==> config.mk <==
export PLATFORM = sky130hd
export DESIGN_NAME = tmr_timer2
export DESIGN_NICKNAME = d
export VERILOG_FILES = /design/src/pkg/tmr_pkg.sv /design/src/verilog/tmr_pin_sync.sv /design/src/verilog/tmr_prescale.sv /design/src/verilog/tmr_timer2.sv
export VERILOG_INCLUDE_DIRS = /design/src /design/src/pkg
export SDC_FILE = /design/constraint.sdc
export NUM_CORES = 1
export LEC_CHECK = 0
export BUFFER_PORTS_ARGS = -buffer_cell sky130_fd_sc_hd__buf_2
export CAP_MARGIN = 20
export CORE_UTILIZATION = 61
export DETAILED_ROUTE_END_ITERATION = 12
export PLACE_DENSITY = 0.81
export RECOVER_POWER = 100
export SLEW_MARGIN = 20
export SYNTH_ARGS = -nofsm -noshare
export SYNTH_HDL_FRONTEND = slang
export SYNTH_HIERARCHICAL = 1
export SYNTH_SLANG_ARGS = --single-unit
==> constraint.sdc <==
create_clock -name core_clk -period 3.6 [get_ports core_clk]
set_input_delay 0.36 -clock core_clk [delete_from_list [all_inputs] [get_ports core_clk]]
set_output_delay 0.36 -clock core_clk [all_outputs]
set_load 0.005 [all_outputs]
==> src/pkg/tmr_consts.svh <==
// register offsets, field positions, reset values and timing counts
`ifndef TMR_CONSTS_SVH
`define TMR_CONSTS_SVH
`define TMR_ADDR_CONTROL   8'hC8
`define TMR_ADDR_MODE      8'hC9
`define TMR_ADDR_CNT_LO    8'hCC
`define TMR_ADDR_CNT_HI    8'hCD
`define TMR_ADDR_RLD_LO    8'hCA
`define TMR_ADDR_RLD_HI    8'hCB
`define TMR_CONTROL_RESET  8'h00
`define TMR_MODE_RESET     8'h00
`define TMR_BIT_OVF        7
`define TMR_BIT_EXT        6
`define TMR_BIT_RXSEL      5
`define TMR_BIT_TXSEL      4
`define TMR_BIT_EXEN       3
`define TMR_BIT_RUN        2
`define TMR_BIT_CTSEL      1
`define TMR_BIT_CPRL       0
`define TMR_BIT_CLKOE      1
`define TMR_BIT_DOWN_COUNT_ENABLE       0
`define TMR_MODE_MASK      8'h03
`define TMR_MC_DIV_12CLK   4'hC
`define TMR_MC_DIV_6CLK    4'h6
`define TMR_BAUD_DIV_12CLK 4'h2
`define TMR_BAUD_DIV_6CLK  4'h1
`define TMR_COUNT_ALL_ONES 16'hFFFF
`endif

==> src/pkg/tmr_pkg.sv <==
// types shared by the timer block
package tmr_pkg;
  typedef enum logic [1:0] {
    TMR_OFF     = 2'b00,
    TMR_RELOAD  = 2'b01,
    TMR_CAPTURE = 2'b10,
    TMR_BAUD    = 2'b11
  } tmr_mode_t;

  typedef struct packed {
    logic       wr;
    logic       rd;
    logic [7:0] addr;
    logic [7:0] wdata;
  } tmr_bus_t;

  typedef struct packed {
    logic fall;
    logic level;
  } tmr_pin_t;
endpackage

==> src/verilog/tmr_pin_sync.sv <==
// two-flop synchroniser with falling-edge detect for a pin
`timescale 1ns/100ps
module tmr_pin_sync
  import tmr_pkg::*;
(
  input  wire logic     core_clk,
  input  wire logic     reset_n,
  input  wire logic     pin,
  output tmr_pin_t      pin_o
);
  logic meta_q;
  logic sync_q;
  logic last_q;

  always_ff @(posedge core_clk) begin
    if (!reset_n) begin
      meta_q <= 1'b1;
      sync_q <= 1'b1;
      last_q <= 1'b1;
    end else begin
      meta_q <= pin;
      sync_q <= meta_q;
      last_q <= sync_q;
    end
  end

  assign pin_o.level = sync_q;
  assign pin_o.fall  = last_q & ~sync_q;
endmodule

==> src/verilog/tmr_prescale.sv <==
// divider giving one-cycle tick pulses for machine cycle and baud timing
`timescale 1ns/100ps
`include "tmr_consts.svh"
module tmr_prescale
  import tmr_pkg::*;
(
  input  wire logic core_clk,
  input  wire logic reset_n,
  input  wire logic six_clock,
  input  wire logic baud_rate,
  output logic      tick
);
  logic [3:0] cnt_q;
  logic [3:0] div;

  assign div = baud_rate ? (six_clock ? `TMR_BAUD_DIV_6CLK : `TMR_BAUD_DIV_12CLK)
                         : (six_clock ? `TMR_MC_DIV_6CLK : `TMR_MC_DIV_12CLK);
  assign tick = (cnt_q >= div - 4'h1);

  always_ff @(posedge core_clk) begin
    if (!reset_n) begin
      cnt_q <= 4'h0;
    end else begin
      cnt_q <= tick ? 4'h0 : cnt_q + 4'h1;
    end
  end
endmodule

==> src/verilog/tmr_timer2.sv <==
// 16-bit timer/counter with capture, auto-reload and baud generator modes
//
// The strobed register port is this design's own decision.
`timescale 1ns/100ps
`include "tmr_consts.svh"
module tmr_timer2
  import tmr_pkg::*;
(
  input  wire logic       core_clk,
  input  wire logic       reset_n,
  input  wire logic       six_clock,
  input  wire logic       trigger_pin,
  input  wire logic       count_pin,
  input  wire logic [7:0] bus_addr,
  input  wire logic [7:0] bus_wdata,
  input  wire logic       bus_wr,
  input  wire logic       bus_rd,
  output logic      [7:0] bus_rdata,
  output logic            timer_irq,
  output logic            tx_baud_tick,
  output logic            rx_baud_tick,
  output logic            tx_from_timer2,
  output logic            rx_from_timer2
);
  ////////////////////////////////////////////////////////////////////////////////
  tmr_bus_t   bus;
  tmr_pin_t   trig;
  tmr_pin_t   cpin;
  logic [7:0] control_q;
  logic [7:0] mode_q;
  logic [7:0] rdata_q;
  logic [15:0] count_q;
  logic [15:0] count_d;
  logic [15:0] reload_q;
  logic [15:0] reload_d;
  logic       ovf_set;
  logic       ext_set;
  logic       ext_toggle;
  logic       irq_q;
  logic       tx_tick_q;
  logic       rx_tick_q;
  logic       tx_sel_q;
  logic       rx_sel_q;
  logic       int_tick;
  logic       step;
  logic       at_top;
  logic       at_floor;
  logic       going_down;
  logic       wrap;
  logic       trig_fall_en;
  logic       do_capture;
  logic       do_reload;
  tmr_mode_t  mode;

  assign bus = '{wr: bus_wr, rd: bus_rd, addr: bus_addr, wdata: bus_wdata};

  function automatic logic [7:0] byte_sel(input logic [15:0] v, input logic hi);
    byte_sel = hi ? v[15:8] : v[7:0];
  endfunction

  ////////////////////////////////////////////////////////////////////////////////
  tmr_pin_sync u_trig_sync (
    .core_clk (core_clk),
    .reset_n  (reset_n),
    .pin      (trigger_pin),
    .pin_o    (trig)
  );

  tmr_pin_sync u_count_sync (
    .core_clk (core_clk),
    .reset_n  (reset_n),
    .pin      (count_pin),
    .pin_o    (cpin)
  );

  tmr_prescale u_prescale (
    .core_clk  (core_clk),
    .reset_n   (reset_n),
    .six_clock (six_clock),
    .baud_rate (mode == TMR_BAUD),
    .tick      (int_tick)
  );

  ////////////////////////////////////////////////////////////////////////////////
  wire baud_sel = control_q[`TMR_BIT_RXSEL] | control_q[`TMR_BIT_TXSEL];
  assign mode = !control_q[`TMR_BIT_RUN] ? TMR_OFF :
                baud_sel ? TMR_BAUD :
                control_q[`TMR_BIT_CPRL] ? TMR_CAPTURE : TMR_RELOAD;

  wire run      = (mode != TMR_OFF);
  assign step   = run & (control_q[`TMR_BIT_CTSEL] ? cpin.fall : int_tick);
  wire down_count_enable     = mode_q[`TMR_BIT_DOWN_COUNT_ENABLE];
  assign going_down = (mode == TMR_RELOAD) & down_count_enable & ~trig.level;
  assign at_top     = (count_q == `TMR_COUNT_ALL_ONES);
  assign at_floor   = (count_q == reload_q);
  assign wrap       = step & (going_down ? at_floor : at_top);
  assign trig_fall_en = run & control_q[`TMR_BIT_EXEN] & trig.fall;
  assign do_capture = (mode == TMR_CAPTURE) & trig_fall_en;
  assign do_reload  = (mode == TMR_RELOAD) & ~down_count_enable & trig_fall_en;

  // overflow flag: not in baud mode, never reload in capture mode
  assign ovf_set = wrap & (mode != TMR_BAUD);
  // external flag: trigger edge except in down-count mode, where it toggles
  assign ext_set = trig_fall_en & ~((mode == TMR_RELOAD) & down_count_enable);
  assign ext_toggle = wrap & (mode == TMR_RELOAD) & down_count_enable;

  ////////////////////////////////////////////////////////////////////////////////
  wire wr_cnt_lo = bus.wr & (bus.addr == `TMR_ADDR_CNT_LO);
  wire wr_cnt_hi = bus.wr & (bus.addr == `TMR_ADDR_CNT_HI);
  wire wr_rld_lo = bus.wr & (bus.addr == `TMR_ADDR_RLD_LO);
  wire wr_rld_hi = bus.wr & (bus.addr == `TMR_ADDR_RLD_HI);
  wire wr_ctrl   = bus.wr & (bus.addr == `TMR_ADDR_CONTROL);
  wire wr_mode   = bus.wr & (bus.addr == `TMR_ADDR_MODE);

  always_comb begin
    count_d = count_q;
    if (wrap) begin
      if (going_down) begin
        count_d = `TMR_COUNT_ALL_ONES;
      end else if (mode == TMR_CAPTURE) begin
        count_d = 16'h0000;
      end else begin
        count_d = reload_q;
      end
    end else if (do_reload) begin
      count_d = reload_q;
    end else if (step) begin
      count_d = going_down ? count_q - 16'h0001 : count_q + 16'h0001;
    end
    // software access; expected only with the timer stopped
    if (wr_cnt_lo) begin
      count_d[7:0] = bus.wdata;
    end
    if (wr_cnt_hi) begin
      count_d[15:8] = bus.wdata;
    end
  end

  always_comb begin
    reload_d = reload_q;
    if (do_capture) begin
      reload_d = count_q;
    end
    if (wr_rld_lo) begin
      reload_d[7:0] = bus.wdata;
    end
    if (wr_rld_hi) begin
      reload_d[15:8] = bus.wdata;
    end
  end

  always_ff @(posedge core_clk) begin
    if (!reset_n) begin
      count_q  <= 16'h0000;
      reload_q <= 16'h0000;
    end else begin
      count_q  <= count_d;
      reload_q <= reload_d;
    end
  end

  ////////////////////////////////////////////////////////////////////////////////
  // control register; hardware set wins over software clear
  wire [7:0] ctrl_wr = wr_ctrl ? bus.wdata : control_q;
  wire       ovf_d   = ctrl_wr[`TMR_BIT_OVF] | ovf_set;
  wire       ext_d   = ext_toggle ? ~control_q[`TMR_BIT_EXT]
                                  : (ctrl_wr[`TMR_BIT_EXT] | ext_set);

  always_ff @(posedge core_clk) begin
    if (!reset_n) begin
      control_q <= `TMR_CONTROL_RESET;
      mode_q    <= `TMR_MODE_RESET;
    end else begin
      control_q <= {ovf_d, ext_d, ctrl_wr[5:0]};
      if (wr_mode) begin
        mode_q <= bus.wdata & `TMR_MODE_MASK;
      end
    end
  end

  ////////////////////////////////////////////////////////////////////////////////
  wire [7:0] rd_mux =
    (bus.addr == `TMR_ADDR_CONTROL) ? control_q :
    (bus.addr == `TMR_ADDR_MODE)    ? mode_q :
    (bus.addr == `TMR_ADDR_CNT_LO)  ? byte_sel(count_q, 1'b0) :
    (bus.addr == `TMR_ADDR_CNT_HI)  ? byte_sel(count_q, 1'b1) :
    (bus.addr == `TMR_ADDR_RLD_LO)  ? byte_sel(reload_q, 1'b0) :
    (bus.addr == `TMR_ADDR_RLD_HI)  ? byte_sel(reload_q, 1'b1) : 8'h00;

  // interrupt: external flag excluded while counting up/down
  wire irq_d = control_q[`TMR_BIT_OVF] |
               (control_q[`TMR_BIT_EXT] & ~(down_count_enable & (mode == TMR_RELOAD)));
  wire baud_wrap = wrap & (mode == TMR_BAUD);

  always_ff @(posedge core_clk) begin
    if (!reset_n) begin
      rdata_q   <= 8'h00;
      irq_q     <= 1'b0;
      tx_tick_q <= 1'b0;
      rx_tick_q <= 1'b0;
      tx_sel_q  <= 1'b0;
      rx_sel_q  <= 1'b0;
    end else begin
      rdata_q   <= bus.rd ? rd_mux : 8'h00;
      irq_q     <= irq_d;
      tx_tick_q <= baud_wrap & control_q[`TMR_BIT_TXSEL];
      rx_tick_q <= baud_wrap & control_q[`TMR_BIT_RXSEL];
      tx_sel_q  <= control_q[`TMR_BIT_TXSEL];
      rx_sel_q  <= control_q[`TMR_BIT_RXSEL];
    end
  end

  assign bus_rdata      = rdata_q;
  assign timer_irq      = irq_q;
  assign tx_baud_tick   = tx_tick_q;
  assign rx_baud_tick   = rx_tick_q;
  assign tx_from_timer2 = tx_sel_q;
  assign rx_from_timer2 = rx_sel_q;
endmodule
==> results of run 1 <==
## state kept, by name (all words and copies together), names as in the netlist, 2 cells and up
| register | flops |
|---|---|
| bus_rdata | 8 |
| control_q | 8 |
| count_q | 16 |
| mode_q | 2 |
| reload_q | 16 |
| u_prescale/cnt_q | 4 |
## per-layer routing
layer,vias up,share of wire
met3,64,0.14
met4,0,0.037
li1,2143,-
met1,2167,0.39
met2,366,0.43
met5,-,0
## final timing paths
check                     start            endpoint  slack [ns]  cells past startpoint
max reg2reg        control_q[2]         count_q[13]        0.28                     13
max                control_q[2]         count_q[13]        0.28                     13
min                 trigger_pin  u_trig_sync/meta_q        0.21                      2
min reg2reg  u_trig_sync/meta_q  u_trig_sync/sync_q        0.41                      1
## layout make-up
| class | count | area [sq um] |
|---|---|---|
| well taps | 96 | 120.1 |
| inverters | 20 | 75.07 |
| fillers | 574 | 2038 |
| clock buffers | 10 | 137.6 |
| multi-input cells | 444 | 2786 |
| repair buffers | 57 | 330.3 |
| clock inverters | 6 | 42.54 |
| flip-flops and latches | 65 | 1301 |
## metrics by stage
| step | util | area, sq um | std cells |
|---|---|---|---|
| 6_report | 0.7016 | 4793 | 698 |
| 5_1_grt | 0.7016 | 4793 | 698 |
| 4_1_cts | 0.6954 | 4751 | 695 |
| 3_5_place_dp | 0.6690 | 4571 | 679 |
| 3_3_place_gp | 0.6690 | 4571 | 679 |
| 2_1_floorplan | - | 4332 | 573 |
## worst max-delay path, cell delays in order, from the launching register on
cell and delay (ns):
dfxtp_1 0.42, nor2b_2 0.23, or2_2 0.28, ha_1 0.31, o211ai_1 0.12, o21ai_0 0.16, mux2i_1 0.09, nor2b_1 0.19
nand4_1 0.23, nor3_2 0.23, nand3_1 0.39, mux2i_1 0.28, o221ai_1 0.14, a31oi_1 0.18
## what timing repair did
| item | 4_1_cts | 5_1_grt |
|---|---|---|
| setup endpoints to repair | 0 | 12 |
| hold buffers | 0 | 0 |
| gates resized for setup | 0 | 5 |
| setup buffers | 0 | 2 |
## report_power, final
group / internal, uW / total (uW) / leakage (uW) / switching (uW)
Sequential: 726 / 734 / 0.000525 / 7.23
Combinational: 28.5 / 86.6 / 0.00120 / 58.1
Clock: 270 / 577 / 0.0000887 / 307
==> flow_summary.yaml, run 1 <==
timing:
  fin_ws_ns: 0.2780
  finalHoldWorstSlack_ns: 0.2072
  tightest_slew_ns: 0.8073
  hold_viol: 0
  clock_skew_ns: 0.01150
  setup-tns-final_ns: 0
  timing.final.crit_share: 0.9228
  fmax_mhz: 301.0
  drv_slew: 0
  maxSlewHeadroom: 0.4577
  rsz0062_at_grt: "yes"
  finalSetupViolCount: 0
  post-route-min-period_ns: 3.322
yosys:
  netlist_instances: 573
  synth_area_per_cell_sq_um: 7.560
  yosysWarningCount: 6
  syn_nets: 602
  synthesis.area_sq_mm: 0.004332
finish:
  final_common_cell: "dfxtp_1"
  diodes: 0
  syn_to_final_growth_pct: 10.66
  drive_above_1_share: 0.1495
  final_cell_mix: "65 x dfxtp_1, 64 x nand2_1, 55 x nor2_1"
  fin_nets: 626
placed_design:
  dpl.hpwl_um: 10640
  dpl_worst_slack_ns: 0.2614
  io_buffer_count: 35
  globalplace.congestion: 1.052
floorplanning:
  die_w_um: 86.27
  core_area_sq_mm: 0.006832
  io_pins: 36
  start_util: 0.6341
  row_count: 30
  die_y_um: 86.27
  die_area_sq_mm: 0.007442
drt:
  vias_per_cell: 6.791
  dr.pass1.iters: 7
  route.detailed.drc: 0
  dr_total_vias: 4740
  ant_nets: 0
  finalWirelength_um: 14960
  wl_per_cell_um: 21.43
  drt-initial-drc-count: 736
clock_network:
  cts.sinks: 65
  path_clk_slew_ns: 0.08
  clock_latency_ns: 0.34
  numCtsBuffers: 9
  cts_tree: "done"
  clock_path_buffers: 2
  clock-root-buffer: "clkbuf_8"
  htreeDepth: 3
power_and_ir_drop:
  power_uw: 1397
  ir_worst_vdd_uv: 266.4
  p_leak_uw: 0.001816
  power_density_mw_per_mm2: 291.4
global_routing:
  grt_max_degree: 35
  grt_usage: 0.4098
  grt_pass1_vias: 4311
  grt_util_met2: 0.6140
  grt_pass1_wl_um: 23120
  grt.met3_usage: 0.1171
  use_met1: 0.5481
  antenna_found_initial: 0
  top_usage_layer: "met2"
  overflow: 0
run:
  maxCapViolations: 0
worst_setup_path:
  worstPathMaxFanout: 11
  path_class: "reg2reg"
  critPathLaunchType: "flip-flop"
  crit_required_ns: 3.87
  cp.arrival_ns: 3.59
  cp-end-kind: "flip-flop"
min_path:
  hp-class: "in2reg"
status:
  outcome: "finished, final reports clean"
Note: power is estimated with default switching activity, not from simulation.
==> inputs of run 2 (changes only) <==
RECOVER_POWER = 25   (was 100)
==> flow_summary.yaml, run 2 (same netlist as run 1, synthesis figures left out) <==
global_routing:
  grt_pass1_wl_um: 23120
  overflow: 0
  grt.met3_usage: 0.1171
  use_met1: 0.5481
  grt_pass1_vias: 4311
  grt_util_met2: 0.6140
  top_usage_layer: "met2"
  grt_max_degree: 35
  grt_usage: 0.4098
  antenna_found_initial: 0
clock_network:
  cts.sinks: 65
  numCtsBuffers: 9
  clock_latency_ns: 0.34
  clock_path_buffers: 2
  clock-root-buffer: "clkbuf_8"
  cts_tree: "done"
  htreeDepth: 3
  path_clk_slew_ns: 0.08
  hold_buffers: 0
placed_design:
  post_dp_cell_area_sq_mm: 0.004571
  globalplace.congestion: 1.052
  dp.cells: 679
  dpl.hpwl_um: 10640
  io_buffer_count: 35
timing:
  fmax_mhz: 301.3
  rsz0062_at_grt: "yes"
  post-route-min-period_ns: 3.319
  maxSlewHeadroom: 0.4232
  finalHoldWorstSlack_ns: 0.2073
  timing.final.crit_share: 0.9218
  drv_slew: 0
  tightest_slew_ns: 0.8586
  clock_skew_ns: 0.01174
  hold_viol: 0
  finalSetupViolCount: 0
  setup-tns-final_ns: 0
power_and_ir_drop:
  power_frac_clock: 0.411
  switching_share: 0.2643
  power_density_mw_per_mm2: 290.4
  power.internal_uw: 1025
  ir_worst_vdd_uv: 266.5
  seq_power_share: 0.527
  p_comb_frac: 0.062
  p_leak_uw: 0.001825
  p_sw_uw: 368.2
drt:
  dr.pass1.iters: 6
  wl_per_cell_um: 21.39
  ant_nets: 0
  vias_per_cell: 6.807
  drt-initial-drc-count: 718
  dr_total_vias: 4751
  finalWirelength_um: 14930
  route.detailed.drc: 0
worst_setup_path:
  path_cells: "nor2b_2 -> or2_2 -> ha_1 -> o211ai_1 -> o21ai_0 -> mux2i_1 -> nor2b_1 -> nand4_1 -> nor3_2 -> nand3_1 -> mux2i_1 -> o221ai_1 -> a31oi_1"
  worstPathMaxFanout: 11
  critPathLaunchType: "flip-flop"
  path_class: "reg2reg"
  crit_required_ns: 3.86
  crit_top_cell: "mux2i_1"
  cp_slowest_cell: "dfxtp_1"
  r2r_cells: 13
  cp.arrival_ns: 3.58
  reg2reg_slack_ns: 0.28
  reg2reg_to: "count_q[13]"
  cp-end-kind: "flip-flop"
  critPathBufInv: 0
  cp_top_family: "simple AND/OR/NAND/NOR gates"
  cpPeakStageDelay_ns: 0.41
  r2r_start: "control_q[2]"
finish:
  syn_to_final_growth_pct: 10.72
  diodes: 0
  final_common_cell: "dfxtp_1"
  final_area_sq_mm: 0.004796
  stdcell_count: 698
  fin_nets: 626
  regArea_sq_mm: 0.001301
  top_regs: "count_q (16), reload_q (16)"
  final_cell_mix: "65 x dfxtp_1, 64 x nand2_1, 55 x nor2_1"
  fillers: 572
  multiInputGateArea_sq_mm: 0.002786
  drive_above_1_share: 0.1528
floorplanning:
  die_w_um: 86.27
  start_util: 0.6341
  io_pins: 36
  core_area_sq_mm: 0.006832
  die_y_um: 86.27
  die_area_sq_mm: 0.007442
  row_count: 30
min_path:
  min_from: "trigger_pin"
  hp-class: "in2reg"
  worstHoldPathCells: 2
  hold_end: "u_trig_sync/meta_q"
run:
  maxCapViolations: 0
status:
  outcome: "finished, final reports clean"
## run 2: changes by cell type in the layout (fill, tap and decap cells not counted), sizes merged
cell,change
clkbuf,-2
buf,+2
## run 2: worst register-to-register path, cell delays in order (launching register included)
cell and delay, ns:
dfxtp_1 0.41, nor2b_2 0.23, or2_2 0.28, ha_1 0.31, o211ai_1 0.12, o21ai_0 0.16
mux2i_1 0.09, nor2b_1 0.19, nand4_1 0.23, nor3_2 0.23, nand3_1 0.39, mux2i_1 0.28
o221ai_1 0.15, a31oi_1 0.18
## run 2: per-stage QoR
| step | setup WS (ns) | util | total power (uW) |
|---|---|---|---|
| after global placement | 0.3844 | 0.6690 | 830.0 |
| final | 0.2814 | 0.7020 | 1393 |
| after detailed placement | 0.2614 | 0.6690 | 833.7 |
| after CTS | 0.2408 | 0.6954 | 1398 |
| after floorplan | 0.3271 | - | 797.6 |
| after global routing | -0.001765 | 0.7020 | 1445 |
## run 2: metal layers
layer  up-vias  part of all wire
met5         -                 0
met4         0             0.040
met3        65              0.14
met2       374              0.43
met1      2168              0.39
li1       2144                 -
## run 2: layout make-up
| type | count | share of cell area |
|---|---|---|
| clock buffers | 10 | 0.02870 |
| clock inverters | 6 | 0.008870 |
| inverters | 20 | 0.01565 |
| multi-input cells | 444 | 0.5810 |
| flip-flops and latches | 65 | 0.2713 |
| well taps | 96 | 0.02505 |
| repair buffers | 57 | 0.06940 |
## run 2: how the worst max path moves through the flow
| stage | startpoint | end | cells past startpoint |
|---|---|---|---|
| after global routing | control_q[5] | count_q[13] | 14 |
| after global placement | control_q[5] | count_q[8] | 14 |
| after floorplan | control_q[0] | count_q[12] | 15 |
| final | control_q[2] | count_q[13] | 13 |
| after detailed placement | control_q[5] | count_q[8] | 14 |
| after CTS | control_q[5] | count_q[9] | 14 |
## run 2: power by group through the flow
stage | registers [uW] | clock network, uW | logic, uW
after global placement | 750 | 0 | 80.1
after global routing | 734 | 619 | 92.2
after floorplan | 748 | 0 | 49.8
final | 734 | 573 | 86.4
after CTS | 734 | 581 | 83.3
after detailed placement | 751 | 0 | 83.1
## run 2: what timing repair did
action,4_1_cts,5_1_grt
hold endpoints to repair,0,0
setup endpoints to repair,0,12
gates resized for setup,0,5
setup buffers,0,2
